===== src/sitpg_consts.svh =====
// Constants for the safe input test pulse generator
// Behaviour
// - Test pulse drives output low 350 us
// - About 180 pulses per second while testing
// - Each of eight outputs pulsed separately
// - Disabled channel keeps its pulse output high
// - Full eight channel sequence lasts 5.5 ms
// - Offsets between channel pulses vary each cycle
// - Corrupted returned pulse raises sensor or open errors
// - Pressure mat short forces pair to zero
`ifndef SITPG_CONSTS_SVH
`define SITPG_CONSTS_SVH

`define SITPG_CH            8
`define SITPG_PAIRS         4
`define SITPG_CLK_MHZ       10
`define SITPG_PULSE_US      350
`define SITPG_PULSE_CYC     (`SITPG_PULSE_US * `SITPG_CLK_MHZ)
`define SITPG_RECOVER_US    50
`define SITPG_RECOVER_CYC   (`SITPG_RECOVER_US * `SITPG_CLK_MHZ)
`define SITPG_CYCLE_US      5500
`define SITPG_CYCLE_CYC     (`SITPG_CYCLE_US * `SITPG_CLK_MHZ)
`define SITPG_RATE_HZ       180
`define SITPG_LFSR_SEED     16'hACE1
`define SITPG_LFSR_TAPS     16'hB400
`define SITPG_OFFSET_MASK   12'h7FF

`endif


===== src/sitpg_pkg.sv =====
// Types shared by the test pulse generator
`include "sitpg_consts.svh"

package sitpg_pkg;

   typedef enum logic [1:0] {PH_WAIT, PH_LOW, PH_RECOVER, PH_REST} sitpg_phase_t;

   typedef struct packed {
      logic [`SITPG_CH-1:0] sensor_error;
      logic [`SITPG_CH-1:0] open_circuit_error;
      logic [`SITPG_CH-1:0] cross_error;
   } sitpg_diag_t;

endpackage


===== src/sitpg_lfsr.sv =====
// Pseudo random source for the pulse offsets
`timescale 1ns/1ps
`include "sitpg_consts.svh"

module sitpg_lfsr
   import sitpg_pkg::*;
(
   input  wire logic        clock,
   input  wire logic        reset,
   input  wire logic        advance,
   output logic [15:0]      value
);

   always_ff @(posedge clock)
   begin
      if (reset)
         value <= `SITPG_LFSR_SEED;
      else if (advance)
         value <= {1'b0, value[15:1]} ^ (value[0] ? `SITPG_LFSR_TAPS : 16'h0000);
   end

   chk_lfsr_moves: assert property (@(posedge clock) disable iff (reset)
      advance |=> value != $past(value))
      else $error("offset source did not advance");

endmodule


===== src/sitpg_top.sv =====
// Test pulse generator and returned pulse checker for eight safe inputs
`timescale 1ns/1ps
`include "sitpg_consts.svh"

module sitpg_top
   import sitpg_pkg::*;
#(
   parameter int unsigned CYCLE_CYC = `SITPG_CYCLE_CYC
)
(
   input  wire logic                  clock,
   input  wire logic                  reset,
   input  wire logic                  clock_en,
   input  wire logic [`SITPG_CH-1:0]    test_enable,
   input  wire logic [`SITPG_PAIRS-1:0] mat_mode,
   input  wire logic                  err_clear,
   input  wire logic [`SITPG_CH-1:0]    contact_in,
   output logic      [`SITPG_CH-1:0]    pulse_out,
   output logic      [`SITPG_CH-1:0]    input_level,
   output sitpg_diag_t                diag
);

   localparam int unsigned SLOT_CYC = CYCLE_CYC / `SITPG_CH;
   localparam logic [15:0] SLOT_LAST = 16'(SLOT_CYC - 1);
   localparam logic [11:0] PULSE_LAST = 12'(`SITPG_PULSE_CYC - 1);
   localparam logic [11:0] RECOVER_LAST = 12'(`SITPG_RECOVER_CYC - 1);

   function automatic logic [`SITPG_CH-1:0] onehot(input logic [2:0] idx);
      onehot = 8'h01 << idx;
   endfunction

   ////////////////////////////////////////////////////////////////////////////
   // Pin synchroniser

   logic [`SITPG_CH-1:0] sync1_q;
   logic [`SITPG_CH-1:0] sync2_q;

   always_ff @(posedge clock)
   begin
      if (reset)
      begin
         sync1_q <= 8'hFF;
         sync2_q <= 8'hFF;
      end
      else if (clock_en)
      begin
         sync1_q <= contact_in;
         sync2_q <= sync1_q;
      end
   end

   ////////////////////////////////////////////////////////////////////////////
   // Slot timing: one slot per channel, eight slots per sequence

   logic [15:0]   slot_cnt_q;
   logic [2:0]    chan_q;
   logic          slot_end;
   logic [15:0]   lfsr_value;
   sitpg_phase_t  phase_q;
   logic [11:0]   ph_cnt_q;
   logic [`SITPG_CH-1:0] pre_q;

   assign slot_end = (slot_cnt_q == SLOT_LAST);

   always_ff @(posedge clock)
   begin
      if (reset)
      begin
         slot_cnt_q <= SLOT_LAST;
         chan_q     <= 3'h7;
      end
      else if (clock_en)
      begin
         slot_cnt_q <= slot_end ? 16'h0000 : slot_cnt_q + 16'h0001;
         if (slot_end)
            chan_q <= chan_q + 3'h1;
      end
   end

   // Fresh random offset every slot keeps channel spacing irregular
   sitpg_lfsr u_lfsr
   (
      .clock   (clock),
      .reset   (reset),
      .advance (clock_en & slot_end),
      .value   (lfsr_value)
   );

   always_ff @(posedge clock)
   begin
      if (reset)
      begin
         phase_q  <= PH_REST;
         ph_cnt_q <= 12'h000;
      end
      else if (clock_en)
      begin
         if (slot_end)
         begin
            phase_q  <= PH_WAIT;
            ph_cnt_q <= lfsr_value[11:0] & `SITPG_OFFSET_MASK;
         end
         else
         begin
            unique case (phase_q)
               PH_WAIT:
                  if (ph_cnt_q == 12'h000)
                  begin
                     phase_q  <= PH_LOW;
                     ph_cnt_q <= PULSE_LAST;
                  end
                  else
                     ph_cnt_q <= ph_cnt_q - 12'h001;
               PH_LOW:
                  if (ph_cnt_q == 12'h000)
                  begin
                     phase_q  <= PH_RECOVER;
                     ph_cnt_q <= RECOVER_LAST;
                  end
                  else
                     ph_cnt_q <= ph_cnt_q - 12'h001;
               PH_RECOVER:
                  if (ph_cnt_q == 12'h000)
                     phase_q <= PH_REST;
                  else
                     ph_cnt_q <= ph_cnt_q - 12'h001;
               PH_REST:
                  phase_q <= PH_REST;
            endcase
         end
      end
   end

   // Levels just before the pulse, reference for drop detection
   always_ff @(posedge clock)
   begin
      if (reset)
         pre_q <= 8'hFF;
      else if (clock_en && phase_q == PH_WAIT && ph_cnt_q == 12'h000)
         pre_q <= sync2_q;
   end

   ////////////////////////////////////////////////////////////////////////////
   // Pulse outputs

   logic [`SITPG_CH-1:0] own;
   logic [`SITPG_CH-1:0] pulse_out_d;

   assign own = onehot(chan_q);
   // Enable is read live so a channel switched off drops its pulse at the next clock
   assign pulse_out_d = ~((phase_q == PH_LOW ? own : 8'h00) & test_enable);

   always_ff @(posedge clock)
   begin
      if (reset)
         pulse_out <= 8'hFF;
      else if (clock_en)
         pulse_out <= pulse_out_d;
   end

   ////////////////////////////////////////////////////////////////////////////
   // Returned pulse checks

   logic                 chk_low;
   logic                 chk_rec;
   logic                 mat_pair;
   logic [`SITPG_CH-1:0] partner;
   logic [`SITPG_CH-1:0] drop;
   logic [`SITPG_CH-1:0] cross_hit;
   logic [`SITPG_CH-1:0] sens_set;
   logic [`SITPG_CH-1:0] open_set;
   logic [`SITPG_CH-1:0] cross_set;
   logic                 mat_hit;

   assign chk_low = phase_q == PH_LOW && ph_cnt_q == 12'h000 && test_enable[chan_q];
   assign chk_rec = phase_q == PH_RECOVER && ph_cnt_q == 12'h000 && test_enable[chan_q];
   assign partner = onehot(chan_q ^ 3'h1);
   assign mat_pair = mat_mode[chan_q[2:1]] && test_enable[chan_q] && test_enable[chan_q ^ 3'h1];

   always_comb
   begin
      drop      = pre_q & ~sync2_q & ~own;
      cross_hit = mat_pair ? (drop & ~partner) : drop;
      sens_set  = (chk_low && sync2_q[chan_q]) ? own : 8'h00;
      cross_set = (chk_low && |cross_hit) ? (cross_hit | own) : 8'h00;
      open_set  = (chk_rec && pre_q[chan_q] && !sync2_q[chan_q]) ? own : 8'h00;
      mat_hit   = chk_low && mat_pair && |(drop & partner);
   end

   // Set wins over a clear in the same cycle
   always_ff @(posedge clock)
   begin
      if (reset)
         diag <= '0;
      else if (clock_en)
      begin
         diag.sensor_error <= (diag.sensor_error & ~{8{err_clear}}) | sens_set;
         diag.open_circuit_error <= (diag.open_circuit_error & ~{8{err_clear}}) | open_set;
         diag.cross_error <= (diag.cross_error & ~{8{err_clear}}) | cross_set;
      end
   end

   ////////////////////////////////////////////////////////////////////////////
   // Pressure mat pairs and reported levels

   logic [`SITPG_PAIRS-1:0] mat_short_q;
   logic [`SITPG_CH-1:0]    force_zero;
   logic [`SITPG_CH-1:0]    hold;

   always_ff @(posedge clock)
   begin
      if (reset)
         mat_short_q <= 4'h0;
      else if (clock_en)
      begin
         mat_short_q <= mat_short_q & mat_mode;
         if (chk_low && mat_pair)
            mat_short_q[chan_q[2:1]] <= mat_hit;
      end
   end

   genvar p;
   generate
      for (p = 0; p < `SITPG_PAIRS; p++)
      begin : g_pair
         assign force_zero[2*p+1:2*p] = {2{mat_short_q[p] & mat_mode[p]}};
      end
   endgenerate

   // Own pulse is hidden from the reported level
   assign hold = own & test_enable & {8{phase_q == PH_LOW || phase_q == PH_RECOVER}};

   always_ff @(posedge clock)
   begin
      if (reset)
         input_level <= 8'h00;
      else if (clock_en)
         input_level <= ((sync2_q & ~hold) | (input_level & hold)) & ~force_zero;
   end

   ////////////////////////////////////////////////////////////////////////////
   // Checks

   logic [11:0] low_run_q;

   always_ff @(posedge clock)
   begin
      if (reset)
         low_run_q <= 12'h000;
      else if (clock_en)
         low_run_q <= (&pulse_out) ? 12'h000 : low_run_q + 12'h001;
   end

   chk_low_length: assert property (@(posedge clock) disable iff (reset)
      low_run_q <= 12'(`SITPG_PULSE_CYC))
      else $error("test pulse longer than allowed");

   chk_one_at_a_time: assert property (@(posedge clock) disable iff (reset)
      $onehot0(~pulse_out))
      else $error("two pulse outputs low together");

   chk_disabled_high: assert property (@(posedge clock) disable iff (reset || !clock_en)
      ##1 ((~pulse_out & ~$past(test_enable)) == 8'h00))
      else $error("disabled channel pulsed");

   chk_slot_wrap: assert property (@(posedge clock) disable iff (reset || !clock_en)
      slot_end |=> slot_cnt_q == 16'h0000 && chan_q == $past(chan_q) + 3'h1)
      else $error("slot did not wrap to next channel");

   chk_pulse_start: assert property (@(posedge clock) disable iff (reset || !clock_en)
      (phase_q == PH_WAIT && ph_cnt_q == 12'h000 && !slot_end && test_enable[chan_q])
      ##1 test_enable[chan_q] |=> !pulse_out[chan_q])
      else $error("pulse did not start after offset");

   chk_sensor_flag: assert property (@(posedge clock) disable iff (reset || !clock_en)
      (chk_low && sync2_q[chan_q]) |=> diag.sensor_error[$past(chan_q)])
      else $error("missed pulse not flagged");

   chk_open_flag: assert property (@(posedge clock) disable iff (reset || !clock_en)
      (chk_rec && pre_q[chan_q] && !sync2_q[chan_q]) |=> diag.open_circuit_error[$past(chan_q)])
      else $error("stuck low return not flagged");

   chk_error_sticky: assert property (@(posedge clock) disable iff (reset || !clock_en)
      (diag.sensor_error != 8'h00 && !err_clear) |=> diag.sensor_error != 8'h00)
      else $error("sensor error lost without clear");

   chk_mat_zero: assert property (@(posedge clock) disable iff (reset || !clock_en)
      (mat_short_q[0] && mat_mode[0]) |=> input_level[1:0] == 2'b00)
      else $error("shorted mat pair reported high");

endmodule


===== config.mk =====
export PLATFORM = sky130hd
export DESIGN_NAME = sitpg_top
export DESIGN_NICKNAME = d
export VERILOG_FILES = /design/src/sitpg_pkg.sv /design/src/sitpg_lfsr.sv /design/src/sitpg_top.sv
export VERILOG_INCLUDE_DIRS = /design/src
export SDC_FILE = /design/constraint.sdc
export NUM_CORES = 1
export LEC_CHECK = 0
export BUFFER_PORTS_ARGS = -buffer_cell sky130_fd_sc_hd__buf_2
export CAP_MARGIN = 15
export CORE_MARGIN = 2
export CORE_UTILIZATION = 59
export CTS_CLUSTER_DIAMETER = 50
export CTS_CLUSTER_SIZE = 16
export DETAILED_ROUTE_END_ITERATION = 8
export PLACE_DENSITY = 0.86
export SYNTH_ARGS = -nofsm -noshare
export SYNTH_HDL_FRONTEND = slang
export SYNTH_SLANG_ARGS = --single-unit

===== constraint.sdc =====
create_clock -name clock -period 2.9 [get_ports clock]
set_clock_uncertainty 0.1 [all_clocks]
set_input_delay 0.435 -clock clock [delete_from_list [all_inputs] [get_ports clock]]
set_output_delay 0.435 -clock clock [all_outputs]
set_load 0.02 [all_outputs]

## Yosys cells after proc, flatten, opt, wreduce, memory -nomap -nowiden

Cells that the tools add are included.

| cells by class | value |
|---|---|
| $add $sub $neg | 3 |
| order comparisons | 4 |
| equal/unequal tests | 8 |
| shifts and indexed selects | 2 |
| muxes and demuxes | 31 |
| bitwise operators | 33 |
| reductions and logical operators | 25 |

Operators with widths:

| kind | number |
|---|---|
| $and 8x8->8 | 13 |
| $not 8->8 | 7 |
| $mux 12 | 4 |
| $mux 8 | 5 |
| $or 8x8->8 | 5 |
| $pmux 12 s3 | 1 |
| $mux 16 | 2 |
| $add 16x1->16 const B | 1 |
| $eq 16x13->1 const B | 1 |
| $reduce_or 8->1 | 2 |
| $shl 1x3->8 const A | 2 |
| $xor 15x16->16 | 1 |
| $logic_and 1x1->1 | 15 |
| $bmux 1 s3 | 4 |
| $logic_not 12->1 | 1 |
| $ne 3x3->1 const B | 4 |
| $sub 12x1->12 const B | 1 |
| $lt 3x4->1 const B | 2 |
| $mux 2 | 4 |
| $pmux 2 s4 | 1 |
| $mux 1 | 6 |
| $and 1x1->1 | 5 |
| $and 4x4->4 | 1 |
| $bwmux 4 | 1 |
| 16 further kinds | 17 |

| storage, ports and cells | value |
|---|---|
| flip-flop bits (word level) | 117 |
| input port bits | 24 |
| output and inout port bits | 40 |
| word-level logic and storage cells | 120 |

## Longest topological paths before layout

| logic depth | value |
|---|---|
| depth in word-level cells | 9 |
| gate-level depth with buffers | 10 |
| mapped depth without buffers | 8 |

## By module

A second synthesis with hierarchy kept.

| second synthesis, totals | value |
|---|---|
| cells, all modules | 683 |
| area total of the unflattened synthesis | 5995.8 sq um |

By module, submodules not included:

| module | instances | cells each | area an instance (sq um) | seq. area each (sq um) |
|---|---|---|---|---|
| sitpg_top | 1 | 627 | 5366.4 | 2021.9 |
| sitpg_lfsr | 1 | 56 | 629.4 | 320.3 |

## Least setup slack after synthesis

OpenSTA, ideal clock, no wires.

| timing | value |
|---|---|
| kind | register to register |
| from | reg chan_q[1] |
| to | reg diag[0] in the netlist's numbering |
| setup time | 0.143 ns |
| arrival | 2.179 ns |
| data required time | 2.657 ns |
| path slack | 0.478 ns |
| cell stages (with the launch flop) | 11 |
| clock period less this slack | 2.422 ns |
| path through | dfxtp_1 buf_2 inv_1 ha_1 and2_1 clkbuf_1 o21ai_0 a22oi_1 o32ai_1 o31ai_1 o21ai_0 |

| between the ends | value |
|---|---|
| longest elaborated chain between the ends | 9 |
| elaborated cells between the ends (all ways) | 21 |

Ends and longest elaborated chain:

| what | RTL line | RTL |
|---|---|---|
| start, declared | sitpg_top.sv:56 | `logic [2:0] chan_q;` |
| start signal, assigned | sitpg_top.sv:76 | `chan_q <= chan_q + 3'h1;` |
| $bmux 1 s3, or another cell as far along | sitpg_top.sv:175, sitpg_top.sv:178 |  |
| $mux 1 (implied by the code), or another cell as far along | sitpg_top.sv:175, sitpg_top.sv:178 |  |
| $logic_and 1x1->1 / $and 8x8->8 (equally long branches) | sitpg_top.sv:178, sitpg_top.sv:182 |  |
| $logic_and 1x1->1 / $and 8x8->8 (equally long branches) | sitpg_top.sv:178, sitpg_top.sv:183 |  |
| $mux 8 | sitpg_top.sv:183 | `cross_hit = mat_pair ? (drop & ~partner) : drop;` |
| $reduce_or 8->1 | sitpg_top.sv:185 | `cross_set = (chk_low && \|cross_hit) ? (cross_hit \| own) : 8'h00;` |
| $logic_and 1x1->1 | sitpg_top.sv:185 |  |
| $mux 8 (*) | sitpg_top.sv:185 |  |
| $or 8x8->8 (*) | sitpg_top.sv:199 | `diag.cross_error <= (diag.cross_error & ~{8{err_clear}}) \| cross_set;` |
| end, declared | sitpg_top.sv:20 | `output sitpg_diag_t diag` |

Mark *: on every way between the ends. The rest lies on a longest branch, timed or not. The select of a mux whose other input is x is not followed.
A chain may end at the register's enable or synchronous reset.

## Worst setup path in the final report

| timing | value |
|---|---|
| from | reg ph_cnt_q[2] |
| to | reg diag[3] in the netlist's numbering |

| between the ends | value |
|---|---|
| longest elaborated chain between the ends | 6 |

Ends and longest elaborated chain:

| what | RTL line | RTL |
|---|---|---|
| start, declared | sitpg_top.sv:60 | `logic [11:0] ph_cnt_q;` |
| start signal, assigned | sitpg_top.sv:101 | `` ph_cnt_q <= lfsr_value[11:0] & `SITPG_OFFSET_MASK; `` |
| start signal, assigned | sitpg_top.sv:113 | `ph_cnt_q <= ph_cnt_q - 12'h001;` |
| start signal, assigned | sitpg_top.sv:121 | `ph_cnt_q <= ph_cnt_q - 12'h001;` |
| $logic_not 12->1 | sitpg_top.sv:175 | `assign chk_low = phase_q == PH_LOW && ph_cnt_q == 12'h000 && test_enable[chan_q];` |
| $logic_and 1x1->1 (2 in series) | sitpg_top.sv:175 |  |
| $logic_and 1x1->1 | sitpg_top.sv:185 |  |
| $mux 8 | sitpg_top.sv:185 |  |
| $or 8x8->8 | sitpg_top.sv:199 |  |

Every way passes these cells.

==> run metrics <==
CP max FO 9; I/O pins 64; final WL 15800 um; row cnt 36; CTS max path bufs 2; reg2reg setup slack 0.19 ns; routed via count 5463; TritonCTS buffer count 17; post-synth cell types 57; largest net degree at the start of global routing 46; MaxCap Viol Count 0; worst path required time 3.24 ns; DIE AREA 10700 um^2; Pwr Density 1120 nW/um^2; Final TNS setup 0 ns; status finished clean; core area 9680 um^2; dpl hpwl 11200 um; unrepaired setup endpoints after global routing no; Mean Syn Cell Area 8.31 um^2; async set or reset register ratio after synthesis 0%; Syn Nets 739; ant diodes 0; EDFF count, synth 0; Leak 2.82 nW; Placer Congestion 0.964; minimum clock period 2.71 ns; Mapped Area 5820 um^2; final worst-path cycle share 93.3%; die span in x 103 um; count leader, synth nand2_1; CTS root buf clkbuf_8; vias per inst 6.04; DRC viols 0; placed cell count 872; vias in the first global route 5093; highest clock rate 0.370 GHz; GRT Total Usage 30.9%; critical path type flop to flop; clock slew at reported path FFs 0.06 ns; # setup viols final 0; PortBufs 63; synth cell count leaders 129 x nand2_1, 117 x dfxtp_1, 51 x nor2_1, 43 x a21oi_1, 34 x clkbuf_1; clock latency on the worst-skew pair 0.52 ns; Pwr Total 0.00771 W; Syn. warnings 0; Startpoint Class flop; Slew Viols, Final 0; Syn Inst Count 701; final hold vios 0; Initial Util 60.1%; CTS tree built; Yosys reg bits 117; global-route wire length before repair 25400 um; # H-tree levels 4; HP Class input port to flop; Worst Tran Pin Value 1.08 ns; initial antenna violation count 0; Die Span Y 103 um; Worst Setup End Kind flop; largest area contributor in the netlist dfxtp_1; layout cells sized above 1 18.4%; share of Yosys cell area claimed by the top area cell type 40.2%; Max VDD drop 579 uV; Routed Antenna Nets 0; crit path DAT 3.04 ns; Area contributors post-synth dfxtp_1 40%, nand2_1 8.3%, mux2i_1 4.0%; Pre-antenna DRT Iters 5; post-synthesis sequential area ratio 40.2%; total gr overflow 0; Total Nets Final 796; non-filler instance count after layout 904; drt wl/cell 17.5 um; Syn-to-layout area delta 18.1%; main flop type after synthesis dfxtp_1; Slew HR 27.8%; Iter 0 DRT Violations 427; CTS sink count 117
layer usage:
| layer | vias to the layer above | global-route usage [%] | part of all wire, % | routed length (um) |
|---|---|---|---|---|
| li1 | 2608 | - | - | - |
| met1 | 2533 | 41.8 | 44 | 6910 |
| met5 | - | 0 | 0 | 0 |
| met4 | 0 | 11.2 | 1.9 | 307 |
| met3 | 36 | 9.07 | 9.6 | 1510 |
| met2 | 286 | 46.9 | 45 | 7080 |
cells by family (layout without fill, tap and decap cells):
family          Yosys count  after routing  share of synthesized area [%]
compound gates          159            159                           17.5
buf+inv                  66            136                           4.60
fa+ha+maj                14             14                           3.01
flops                   117            117                           40.2
simple gates            289            289                           23.7
xor+xnor                 23             23                           3.46
mux                      33             33                           7.43
critical path, cell delays in order (launching register included):
cell,delay [ns]
dfxtp_1,0.35
or4_1,0.69
nor4_4,0.57
nand4b_1,0.26
nor2_1,0.19
o31ai_1,0.10
buf_4,0.17
o21ai_0,0.19
placed cells by master (no fill, tap or decap), types with 6 or more instances in the layout:
cell type    n
a211oi_1     9
clkbuf_16   16
nand4_1     11
and2_1       6
a31oi_1     11
mux2i_1     23
inv_1       18
nor3_1      19
nand2b_1     8
buf_4       22
xnor2_1     13
nor2_1      51
o21ai_0     32
ha_1        14
a21oi_1     43
o22ai_1      9
mux4_2       8
buf_2       63
nand2_1    129
o211ai_1    14
nand3_1     22
dfxtp_1    117
xor2_1      10
a22o_1       8
a22oi_1     11
timing repair:
action | CTS | global route
setup buffers | 0 | 0
gates resized for setup | 0 | 2
hold buffers | 0 | 0
endpoints found under the setup margin | 0 | 8
per-stage QoR:
step | hold slack, ns | worst slack [ns] | cell area, um^2 | util, %
6_report | 0.0285 | 0.194 | 6880 | 71.0
5_1_grt | 0.0255 | 0.0262 | 6880 | 71.0
4_1_cts | 0.0216 | 0.166 | 6870 | 71.0
3_5_place_dp | 0.346 | 0.175 | 6280 | 64.8
3_3_place_gp | 0.336 | 0.352 | 6280 | 64.8
2_1_floorplan | 0.332 | 0.478 | 5820 | -
cell type report:
| cell class | count | area [um^2] |
|---|---|---|
| Clock buffer | 23 | 467 |
| Clock inverter | 9 | 125 |
| Fill cell | 738 | 2810 |
| Inverter | 19 | 71.3 |
| Multi-Input combinational cell | 518 | 3220 |
| Sequential cell | 117 | 2340 |
| Tap cell | 133 | 166 |
| Timing Repair Buffer | 85 | 480 |
registers in the layout (all words and copies together) (netlist names):
register,cells
chan_q,3
diag,24
pulse_out,8
u_lfsr.value,16
ph_cnt_q,12
phase_q,2
sync2_q,8
mat_short_q,4
input_level,8
sync1_q,8
slot_cnt_q,16
pre_q,8
worst paths after layout:
| kind | start | to | cells past startpoint |
|---|---|---|---|
| setup / recovery | ph_cnt_q[2] | diag[3] | 7 |
| hold / removal | contact_in[2] | sync1_q[2] | 3 |
| setup reg to reg | ph_cnt_q[2] | diag[3] | 7 |
| hold reg to reg | diag[5] | diag[5] | 2 |
report_power, final:
part,leakage [nW],switching (W),internal [W]
Sequential,0.955,0.000353,0.00187
Clock,0.288,0.000711,0.00137
Combinational,1.58,0.00208,0.00132
Total,2.82,0.00315,0.00456
No activity file was read; power rests on OpenSTA's default activity.
